`src/common/aop_pkg.sv`:
```
// constants and types shared by the result output port and power control
package aop_pkg;
    localparam int CLK_PERIOD_PS = 5000;
    localparam int NUM_CH = 8;
    localparam int HALF_CH = 4;
    localparam int RES_W = 16;
    localparam int BYTE_W = 8;
    localparam int CH_W = 3;
    localparam int SER_W = HALF_CH * RES_W;
    localparam int BIT_BSEL = 15;
    localparam int BIT_HBEN = 14;
    localparam int BIT_SER_B = 8;
    localparam int BIT_SER_A = 7;
    localparam int CNT_W = 22;
    localparam int STANDBY_N_EXIT_US = 100;
    localparam int SHDN_EXIT_MS = 13;
    localparam longint STANDBY_N_EXIT_PS = longint'(STANDBY_N_EXIT_US) * 64'd1000000;
    localparam longint SHDN_EXIT_PS = longint'(SHDN_EXIT_MS) * 64'd1000000000;
    // least times: round up to whole cycles
    localparam longint STANDBY_N_EXIT_CYC_L =
        (STANDBY_N_EXIT_PS + CLK_PERIOD_PS - 1) / CLK_PERIOD_PS;
    localparam longint SHDN_EXIT_CYC_L =
        (SHDN_EXIT_PS + CLK_PERIOD_PS - 1) / CLK_PERIOD_PS;
    localparam logic [CNT_W-1:0] STANDBY_N_EXIT_CYC = STANDBY_N_EXIT_CYC_L[CNT_W-1:0];
    localparam logic [CNT_W-1:0] SHDN_EXIT_CYC = SHDN_EXIT_CYC_L[CNT_W-1:0];
    localparam logic [CNT_W-1:0] CNT_ONE = 22'h000001;
    localparam logic [CH_W-1:0] CH_FIRST = 3'h0;
    localparam logic [CH_W-1:0] CH_STEP = 3'h1;

    typedef enum logic [1:0] {
        MODE_PAR,
        MODE_BYTE,
        MODE_SER
    } aop_mode_t;

    typedef enum logic [2:0] {
        PWR_ON,
        PWR_STANDBY_N,
        PWR_SHDN,
        PWR_WAKE
    } aop_pwr_state_t;
endpackage : aop_pkg

```
`src/common/aop_pwr_if.sv`:
```
// interface between the output port and the power control
`timescale 1ns/1ps
interface aop_pwr_if;
    logic standby_n_lvl;
    logic range_lvl;
    logic reset_lvl;
    logic frontend_pd;
    logic core_pd;
    logic settled;
    logic reset_needed;

    modport ctrl (
        input standby_n_lvl,
        input range_lvl,
        input reset_lvl,
        output frontend_pd,
        output core_pd,
        output settled,
        output reset_needed
    );

    modport port (
        output standby_n_lvl,
        output range_lvl,
        output reset_lvl,
        input frontend_pd,
        input core_pd,
        input settled,
        input reset_needed
    );
endinterface : aop_pwr_if

```
`src/logic/aop_port.sv`:
```
// result output port: parallel, byte-wide and dual-line serial read-back
`timescale 1ns/1ps
module aop_port #(
    parameter logic [aop_pkg::CNT_W-1:0] STANDBY_N_CYC = aop_pkg::STANDBY_N_EXIT_CYC,
    parameter logic [aop_pkg::CNT_W-1:0] SHDN_CYC = aop_pkg::SHDN_EXIT_CYC
) (
    input wire logic core_clk,
    input wire logic rst_b,
    input wire logic cs_n,
    input wire logic rd_sclk,
    input wire logic interface_family_select,
    input wire logic [aop_pkg::RES_W-1:0] result_bus_pins_i,
    output logic [aop_pkg::RES_W-1:0] result_bus_pins_o,
    output logic [aop_pkg::RES_W-1:0] result_bus_pins_oe,
    input wire logic [aop_pkg::NUM_CH-1:0][aop_pkg::RES_W-1:0] conv_results,
    input wire logic results_updated,
    input wire logic standby_n,
    input wire logic range_sel,
    input wire logic device_reset,
    output logic frontend_power_down,
    output logic core_power_down,
    output logic wake_settled,
    output logic reset_required
);
    // sync fields: bit 0 is the first stage, bit 1 the second
    typedef struct packed {
        logic [1:0] cs_s;
        logic [1:0] rd_s;
        logic [1:0] fam_s;
        logic [1:0] bsel_s;
        logic [1:0] hben_s;
        logic [1:0] standby_n_s;
        logic [1:0] rng_s;
        logic [1:0] rst_s;
        logic cs_q;
        logic rd_q;
        aop_pkg::aop_mode_t mode;
        logic [aop_pkg::CH_W-1:0] ch;
        logic ph;
        logic [aop_pkg::SER_W-1:0] sh_a;
        logic [aop_pkg::SER_W-1:0] sh_b;
        logic [aop_pkg::RES_W-1:0] bus_o;
        logic [aop_pkg::RES_W-1:0] bus_oe;
    } aop_port_st_t;

    aop_port_st_t r;
    aop_port_st_t n;

    aop_pwr_if pwr_bus ();

    function automatic aop_pkg::aop_mode_t decode_mode(
        input logic fam,
        input logic bsel
    );
        if (!fam) begin
            return aop_pkg::MODE_PAR;
        end else if (bsel) begin
            return aop_pkg::MODE_BYTE;
        end
        return aop_pkg::MODE_SER;
    endfunction : decode_mode

    // lowest channel of the group leaves first, msb first
    function automatic logic [aop_pkg::SER_W-1:0] load_group(
        input logic [aop_pkg::NUM_CH-1:0][aop_pkg::RES_W-1:0] res,
        input int base
    );
        logic [aop_pkg::SER_W-1:0] v;
        v = '0;
        for (int i = 0; i < aop_pkg::HALF_CH; i++) begin
            v[(aop_pkg::HALF_CH-1-i)*aop_pkg::RES_W +: aop_pkg::RES_W] =
                res[base+i];
        end
        return v;
    endfunction : load_group

    function automatic logic [aop_pkg::BYTE_W-1:0] pick_byte(
        input logic [aop_pkg::RES_W-1:0] word,
        input logic upper
    );
        return upper ? word[aop_pkg::RES_W-1 -: aop_pkg::BYTE_W]
                     : word[aop_pkg::BYTE_W-1:0];
    endfunction : pick_byte

    logic cs;
    logic rd;
    logic read_active;
    logic read_end;
    logic cs_fall;
    logic sclk_rise;
    logic upper;
    logic [aop_pkg::RES_W-1:0] cur;

    always_comb begin
        n = r;
        n.cs_s = {r.cs_s[0], cs_n};
        n.rd_s = {r.rd_s[0], rd_sclk};
        n.fam_s = {r.fam_s[0], interface_family_select};
        n.bsel_s = {r.bsel_s[0], result_bus_pins_i[aop_pkg::BIT_BSEL]};
        n.hben_s = {r.hben_s[0], result_bus_pins_i[aop_pkg::BIT_HBEN]};
        n.standby_n_s = {r.standby_n_s[0], standby_n};
        n.rng_s = {r.rng_s[0], range_sel};
        n.rst_s = {r.rst_s[0], device_reset};
        cs = r.cs_s[1];
        rd = r.rd_s[1];
        n.cs_q = cs;
        n.rd_q = rd;
        read_active = !cs && !rd;
        // a read ends when either select or strobe rises (they may be tied)
        read_end = !r.cs_q && !r.rd_q && (cs || rd);
        cs_fall = r.cs_q && !cs;
        sclk_rise = !cs && rd && !r.rd_q;
        cur = conv_results[r.ch];

        // mode follows the pins only outside a frame
        if (cs) begin
            n.mode = decode_mode(r.fam_s[1], r.bsel_s[1]);
        end

        if (results_updated) begin
            n.ch = aop_pkg::CH_FIRST;
            n.ph = 1'b0;
        end else if (read_end && r.mode == aop_pkg::MODE_PAR) begin
            n.ch = r.ch + aop_pkg::CH_STEP;
        end else if (read_end && r.mode == aop_pkg::MODE_BYTE) begin
            n.ph = !r.ph;
            if (r.ph) begin
                n.ch = r.ch + aop_pkg::CH_STEP;
            end
        end

        if (r.mode == aop_pkg::MODE_SER) begin
            if (cs_fall) begin
                n.sh_a = load_group(conv_results, 0);
                n.sh_b = load_group(conv_results, aop_pkg::HALF_CH);
            end else if (sclk_rise) begin
                // shift on serial clock rise; zeros follow the last bit
                n.sh_a = {r.sh_a[aop_pkg::SER_W-2:0], 1'b0};
                n.sh_b = {r.sh_b[aop_pkg::SER_W-2:0], 1'b0};
            end
        end

        upper = r.hben_s[1] ? !r.ph : r.ph;
        n.bus_o = '0;
        n.bus_oe = '0;
        case (r.mode)
            aop_pkg::MODE_PAR: begin
                if (read_active) begin
                    // one assignment serves bits 15 to 0
                    n.bus_o = cur;
                    n.bus_oe = '1;
                end
            end
            aop_pkg::MODE_BYTE: begin
                // bit 8 and bits 15 to 9 stay released in this mode
                if (read_active) begin
                    n.bus_o[aop_pkg::BYTE_W-1:0] =
                        pick_byte(cur, upper);
                    n.bus_oe[aop_pkg::BYTE_W-1:0] = '1;
                end
                n.bus_oe[aop_pkg::BIT_SER_B] = 1'b0;
            end
            aop_pkg::MODE_SER: begin
                // the host ties the other data pins low, so they stay inputs
                if (!cs) begin
                    n.bus_o[aop_pkg::BIT_SER_A] =
                        n.sh_a[aop_pkg::SER_W-1];
                    n.bus_o[aop_pkg::BIT_SER_B] =
                        n.sh_b[aop_pkg::SER_W-1];
                    n.bus_oe[aop_pkg::BIT_SER_A] = 1'b1;
                    n.bus_oe[aop_pkg::BIT_SER_B] = 1'b1;
                end
            end
            default: begin
                n.bus_oe = '0;
            end
        endcase
        if (cs) begin
            n.bus_oe = '0;
        end
    end

    always_ff @(posedge core_clk or negedge rst_b) begin
        if (!rst_b) begin
            // select, strobe and standby idle high: a zero start would
            // fake a read, a channel step and a shutdown exit after reset
            r <= '0;
            r.cs_s <= '1;
            r.rd_s <= '1;
            r.standby_n_s <= '1;
            r.cs_q <= 1'b1;
            r.rd_q <= 1'b1;
        end else begin
            r <= n;
        end
    end

    assign pwr_bus.standby_n_lvl = r.standby_n_s[1];
    assign pwr_bus.range_lvl = r.rng_s[1];
    assign pwr_bus.reset_lvl = r.rst_s[1];

    aop_pwr_ctrl #(
        .STANDBY_N_CYC(STANDBY_N_CYC),
        .SHDN_CYC(SHDN_CYC)
    ) u_pwr (
        .core_clk(core_clk),
        .rst_b(rst_b),
        .pwr(pwr_bus.ctrl)
    );

    assign result_bus_pins_o = r.bus_o;
    assign result_bus_pins_oe = r.bus_oe;
    assign frontend_power_down = pwr_bus.frontend_pd;
    assign core_power_down = pwr_bus.core_pd;
    assign wake_settled = pwr_bus.settled;
    assign reset_required = pwr_bus.reset_needed;
endmodule : aop_port

```
`src/logic/aop_pwr_ctrl.sv`:
```
// standby and shutdown control with wake settle timing
`timescale 1ns/1ps
module aop_pwr_ctrl #(
    parameter logic [aop_pkg::CNT_W-1:0] STANDBY_N_CYC = aop_pkg::STANDBY_N_EXIT_CYC,
    parameter logic [aop_pkg::CNT_W-1:0] SHDN_CYC = aop_pkg::SHDN_EXIT_CYC
) (
    input wire logic core_clk,
    input wire logic rst_b,
    aop_pwr_if.ctrl pwr
);
    typedef struct packed {
        aop_pkg::aop_pwr_state_t state;
        logic [aop_pkg::CNT_W-1:0] cnt;
        logic fe_pd;
        logic core_pd;
        logic settled;
        logic rst_need;
    } aop_pwr_st_t;

    aop_pwr_st_t r;
    aop_pwr_st_t n;

    always_comb begin
        n = r;
        if (!pwr.standby_n_lvl) begin
            // entry is honoured in any state, mid frame or mid wake
            n.state = pwr.range_lvl ? aop_pkg::PWR_STANDBY_N
                                    : aop_pkg::PWR_SHDN;
            n.fe_pd = 1'b1;
            n.core_pd = !pwr.range_lvl;
            n.settled = 1'b0;
        end else begin
            case (r.state)
                aop_pkg::PWR_STANDBY_N: begin
                    n.state = aop_pkg::PWR_WAKE;
                    n.cnt = STANDBY_N_CYC;
                    n.fe_pd = 1'b0;
                    n.core_pd = 1'b0;
                end
                aop_pkg::PWR_SHDN: begin
                    n.state = aop_pkg::PWR_WAKE;
                    n.cnt = SHDN_CYC;
                    n.fe_pd = 1'b0;
                    n.core_pd = 1'b0;
                end
                aop_pkg::PWR_WAKE: begin
                    n.cnt = r.cnt - aop_pkg::CNT_ONE;
                    if (r.cnt == aop_pkg::CNT_ONE) begin
                        n.state = aop_pkg::PWR_ON;
                        n.settled = 1'b1;
                    end
                end
                aop_pkg::PWR_ON: begin
                    n.settled = 1'b1;
                end
                default: begin
                    n.state = aop_pkg::PWR_ON;
                end
            endcase
        end
        // a reset pulse clears the flag, but a new shutdown exit wins
        if (pwr.reset_lvl) begin
            n.rst_need = 1'b0;
        end
        if (pwr.standby_n_lvl && r.state == aop_pkg::PWR_SHDN) begin
            n.rst_need = 1'b1;
        end
    end

    always_ff @(posedge core_clk or negedge rst_b) begin
        if (!rst_b) begin
            r <= '0;
        end else begin
            r <= n;
        end
    end

    assign pwr.frontend_pd = r.fe_pd;
    assign pwr.core_pd = r.core_pd;
    assign pwr.settled = r.settled;
    assign pwr.reset_needed = r.rst_need;
endmodule : aop_pwr_ctrl

```
`config.mk`:
```
export PLATFORM = sky130hd
export DESIGN_NAME = aop_port
export DESIGN_NICKNAME = d
export VERILOG_FILES = /design/src/common/aop_pkg.sv /design/src/common/aop_pwr_if.sv /design/src/logic/aop_port.sv /design/src/logic/aop_pwr_ctrl.sv
export SDC_FILE = /design/constraint.sdc
export NUM_CORES = 1
export LEC_CHECK = 0
export BUFFER_PORTS_ARGS = -buffer_cell sky130_fd_sc_hd__buf_2
export CAP_MARGIN = 20
export CORE_ASPECT_RATIO = 0.9
export CORE_MARGIN = 10
export CORE_UTILIZATION = 36
export DETAILED_ROUTE_END_ITERATION = 8
export PLACE_DENSITY = 0.63
export SETUP_SLACK_MARGIN = 0.3
export SKIP_CTS_REPAIR_TIMING = 1
export SKIP_LAST_GASP = 1
export SYNTH_ARGS = -nofsm -noshare
export SYNTH_HDL_FRONTEND = slang
export SYNTH_SLANG_ARGS = --single-unit
```
`constraint.sdc`:
```
create_clock -name core_clk -period 2.21 [get_ports core_clk]
set_input_delay 0.442 -clock core_clk [delete_from_list [all_inputs] [get_ports core_clk]]
set_output_delay 0.442 -clock core_clk [all_outputs]
set_load 0.005 [all_outputs]
```
# [After elaboration in Yosys (flattened, before gate mapping)]
# Index checks and enable logic that the tools add are counted.
[totals] reg_bits=213 input_bits=153 output_inout_bits=36 word_cells=111
[op_classes] addsub=2 order_cmp=1 eq_ne=11 muxes=41 reduce_logical=31
[ops] operator="128-bit two-way mux" n=3
[ops] operator="22-bit one-hot mux with 3 select lines" n=1
[ops] operator="16-bit binary-select mux with 3-bit select" n=1
[ops] operator="16-bit two-way mux" n=2
[ops] operator="32-bit two-way mux" n=1
[ops] operator="7-bit one-hot mux with 2 select lines" n=2
[ops] operator="8-bit two-way mux" n=3
[ops] operator="22-bit by 1-bit equality test with 1-bit output, second input constant" n=1
[ops] operator="22-bit by 1-bit subtractor with 22-bit output, second input constant" n=1
[ops] operator="3-bit two-way mux" n=5
[ops] operator="7-bit two-way mux" n=2
[ops] operator="2-bit two-way mux" n=6
[ops] operator="2-bit AND reduction" n=6
[ops] operator="1-bit logical AND" n=9
[ops] operator="3-bit one-hot mux with 3 select lines" n=1
[ops] operator="3-bit nonzero test" n=3
[ops] operator="1-bit two-way mux" n=8
[ops] operator="4-bit two-way mux" n=2
[ops] operator="3-bit by 2-bit equality test with 1-bit output, second input constant" n=2
[ops] operator="1-bit logical NOT" n=6
[ops] operator="2-bit != test, second input constant" n=3
[ops] operator="2-bit one-hot mux with 3 select lines" n=1
[ops] operator="2-bit nonzero test" n=3
[ops] operator="3-bit by 4-bit less-than comparator with 1-bit output, second input constant" n=1
[ops] operator="other kinds (12)" n=13

# [Depth between registers and ports, before layout]
[logic_depth] depth_word=8 mapped_depth=8 depth_no_buf=7

# [Hierarchy]
# A second synthesis with hierarchy kept.
[hier_totals] cells_unflattened=949 area_unflattened_um2=9839.4
[by_module_without_submodules] module="aop_port" n_inst=1 cells_each=754 area_each_um2=8150.3 seq_area_each_um2=4314.1
[by_module_without_submodules] module="aop_pwr_ctrl" n_inst=1 cells_each=195 area_each_um2=1689.1 seq_area_each_um2=700.7

# [Worst setup path after synthesis]
# OpenSTA, ideal clock, no wires.
[synth_path] path_kind="register to register" from="reg u_pwr.r[4] in the netlist's numbering" to="reg u_pwr.r[12] in the netlist's numbering" arrival_time_ns=1.914 path_slack_ns=0.172 path_stages_with_launch=8 path_buffers=0 path_cell_list="dfrtp_1 -> inv_1 -> ha_1 -> or3b_2 -> or4b_1 -> a21o_1 -> nand2_1 -> o31ai_1"
[synth_via] elab_chain_len=2
[synth_rtl] element="start, declared" line="aop_pwr_ctrl.sv:20" text="aop_pwr_st_t r;"
[synth_rtl] element="start signal, assigned" line="aop_pwr_ctrl.sv:74" text="r <= n;"
[synth_rtl] element="22-bit by 1-bit subtractor with 22-bit output" line="aop_pwr_ctrl.sv:47" text="n.cnt = r.cnt - aop_pkg::CNT_ONE;"
[synth_rtl] element="22-bit one-hot mux with 3 select lines" line="aop_pwr_ctrl.sv:33" text="case (r.state)"
# No other way between the ends.
# A chain may end at the register's enable or synchronous reset.

# [Worst setup path in the final report]
[layout_path] from="reg u_pwr.r[5] in the netlist's numbering" to="reg u_pwr.r[12] in the netlist's numbering"
# The elaborated chain is that of the path after synthesis.

==> impl_metrics.env <==
export IMPL_crit_path_max_fanout=6
export IMPL_fin_crit_ps=2010
export IMPL_coreArea_um2=26900
export IMPL_multi_input_area_um2=4340
export IMPL_wire_per_inst_um=20.6
export IMPL_syn_area_per_cell_um2=10.4
export IMPL_async_reset_ff_frac=1.00
export IMPL_synth_flop_cell="dfrtp_1"
export IMPL_yosysSeqAreaShare=0.512
export IMPL_syn_cell_area_um2=9800
export IMPL_die_y_um=176
export IMPL_port_buffers=174
export IMPL_synthCells=946
export IMPL_dr_pass1_iters=5
export IMPL_area_growth_pct=23.9
export IMPL_slowest_stage="or4b_4"
export IMPL_design_die_area_um2=34200
export IMPL_hold_class="in -> reg"
export IMPL_clk_latency_ps=440
export IMPL_num_vias=8039
export IMPL_fillerInstances=2522
export IMPL_clkSlewWorstSetupHoldPaths_ps=90
export IMPL_path_cells="inv_2 > ha_4 > or3b_4 > or4b_4 > a21o_1 > nand2_1 > o31ai_1"
export IMPL_grt_overflow_total=0
export IMPL_dr_first_iter_drc_count=946
export IMPL_fin_skew_ps=12.1
export IMPL_cts_inserted_buffers=17
export IMPL_yosys_top_cells_area="dfrtp_1 49%, a22oi_1 9.6%, mux4_2 7.4%"
export IMPL_endpoint_kind="register"
export IMPL_irDropWorstVdd_mv=0.592
export IMPL_power_density_nw_per_um2=956
export IMPL_rsz0062_at_grt="yes"
export IMPL_slew_violations=0
export IMPL_cpPeakStageDelay_ps=500
export IMPL_mostFrequentLayoutCells="190 x dfrtp_1, 173 x buf_2, 148 x nand2_1"
export IMPL_p_leak_uw=0.00537
export IMPL_yosys_area_top_type="dfrtp_1"
export IMPL_fmaxAchievable_mhz=497
export IMPL_fp_dieW_um=194
export IMPL_layout_nets=1258
export IMPL_worstPathArrival_ps=2340
export IMPL_globalplace_congestion=0.909
export IMPL_synth_seq_cells=200
export IMPL_finalHoldViolCount=0
export IMPL_io_pin_count=189
export IMPL_drive_above_1_share=0.314
export IMPL_via_per_inst=5.46
export IMPL_grt_max_degree=126
export IMPL_layout_commonest_cell="dfrtp_1"
export IMPL_cp_depth=7
export IMPL_grt_pass1_vias=7626
export IMPL_finalWirelength_um=30300
export IMPL_regArea_um2=5020
export IMPL_cap_violations=0
export IMPL_worst_slew_pin_slew_ps=592
export IMPL_synth_top_area_share=0.490
export IMPL_drc=0
export IMPL_ant_nets=0
export IMPL_slew_headroom=0.605
export IMPL_setup_viol_count_final=0
export IMPL_start_util=0.364
export IMPL_critPathRequiredTime_ps=2530
export IMPL_ys_types=49
export IMPL_grt_total_usage=0.164
export IMPL_antenna_found_initial=14
export IMPL_clock_sinks=200
export IMPL_worstSetupStartpointType="register"
export IMPL_root_buffer="clkbuf_16"
export IMPL_synth_warnings=0
export IMPL_final_setup_tns_ps=0
export IMPL_hold_ws_ps=94.2
export IMPL_fin_crit_sh=0.911
export IMPL_syn_nets=1106
export IMPL_critical_path_class="reg -> reg"
export IMPL_grt_pass1_wl_um=44800
export IMPL_dpl_hpwl_um=21400
export IMPL_holdPathStages=1
export IMPL_timing_critical_path_buf_inv=1
export IMPL_cts_max_level=4
export IMPL_cpLargestDelayFamily="simple AND/OR/NAND/NOR gates"
export IMPL_total_power_uw=11600
export IMPL_cts_tree="built"
export IMPL_outcome="finished, final reports clean"
export IMPL_reg2reg_depth=7
export IMPL_rows=57
export IMPL_clockBufferDepth=2
export IMPL_synth_edff_count=0
==> per-layer routing <==
metal  global-route usage  part of all wire
met5                    0            0.0025
met4               0.0436             0.016
met1                0.228              0.45
met3               0.0455             0.070
met2                0.247              0.46
==> per-stage QoR <==
stage / area [um2] / std cells / worst slack (ps) / utilization
after floorplan: 9800 / 946 / 280 / -
after global placement: 11100 / 1402 / 177 / 0.412
after detailed placement: 11100 / 1402 / 144 / 0.412
after CTS: 11700 / 1434 / 139 / 0.434
after global routing: 12100 / 1470 / 136 / 0.451
final: 12100 / 1473 / 196 / 0.452
==> worst paths after layout <==
check | slack, ps | endpoint | startpoint
max | 200 | u_pwr.r[12] | u_pwr.r[5]
min | 90 | n[173] | standby_n
max reg2reg | 200 | u_pwr.r[12] | u_pwr.r[5]
min reg2reg | 350 | pwr_bus.reset_lvl | n[169]
max in group asynchronous | 970 | r[161] | rst_b
min in group asynchronous | 520 | u_pwr.r[5] | rst_b
==> synthesized netlist by cell type, types with 2 or more instances <==
master / instances
dfstp_2: 8
a31o_2: 2
or3_1: 5
nor2b_1: 6
and2b_1: 2
xor2_1: 2
a211oi_1: 2
nand2b_1: 4
buf_2: 25
a21o_1: 2
nand3_1: 9
nor2_1: 30
buf_4: 32
a21oi_1: 15
mux2i_1: 26
a31oi_1: 4
o22ai_1: 11
inv_1: 11
nor4b_1: 2
nand4_1: 4
o21ai_0: 141
a311oi_1: 2
ha_1: 7
nand2_1: 150
o31ai_1: 3
mux4_2: 32
dfrtp_1: 192
nor4_4: 3
nor3_1: 13
a22oi_1: 125
nand3b_1: 2
a22o_1: 4
o211ai_1: 3
buf_1: 3
clkbuf_1: 50
==> state kept, by name (all words and copies together), names as in the netlist <==
register	cells
r	139
u_pwr.r	24
result_bus_pins_o	16
n	9
result_bus_pins_oe	4
cs	1
pwr_bus.range_lvl	1
pwr_bus.reset_lvl	1
pwr_bus.standby_n_lvl	1
u_pwr.pwr.core_pd	1
u_pwr.pwr.frontend_pd	1
u_pwr.pwr.reset_needed	1
u_pwr.pwr.settled	1
==> cell families after synthesis <==
kind of cell               share of synthesized area
DFF                                            0.512
adders and majority gates                    0.00894
and+or+nand+nor                                0.111
buffers and inverters                         0.0618
xor gates and xnor gates                     0.00268
muxes                                          0.100
AOI/OAI and AO/OA                              0.203
==> report_power, final <==
| group | internal [uW] | total (uW) | switching (uW) |
|---|---|---|---|
| registers | 4580 | 5270 | 698 |
| logic | 1470 | 3150 | 1680 |
| clock network | 1540 | 3190 | 1650 |
==> cell type report <==
class / instances / share of cell area
Antenna cell: 8 / 0.00165
Clock buffer: 17 / 0.0350
Clock inverter: 15 / 0.0145
Inverter: 11 / 0.00340
Multi-Input combinational cell: 625 / 0.357
Sequential cell: 200 / 0.413
Tap cell: 354 / 0.0365
Timing Repair Buffer: 243 / 0.138
Power figures use the tool's default switching activity.
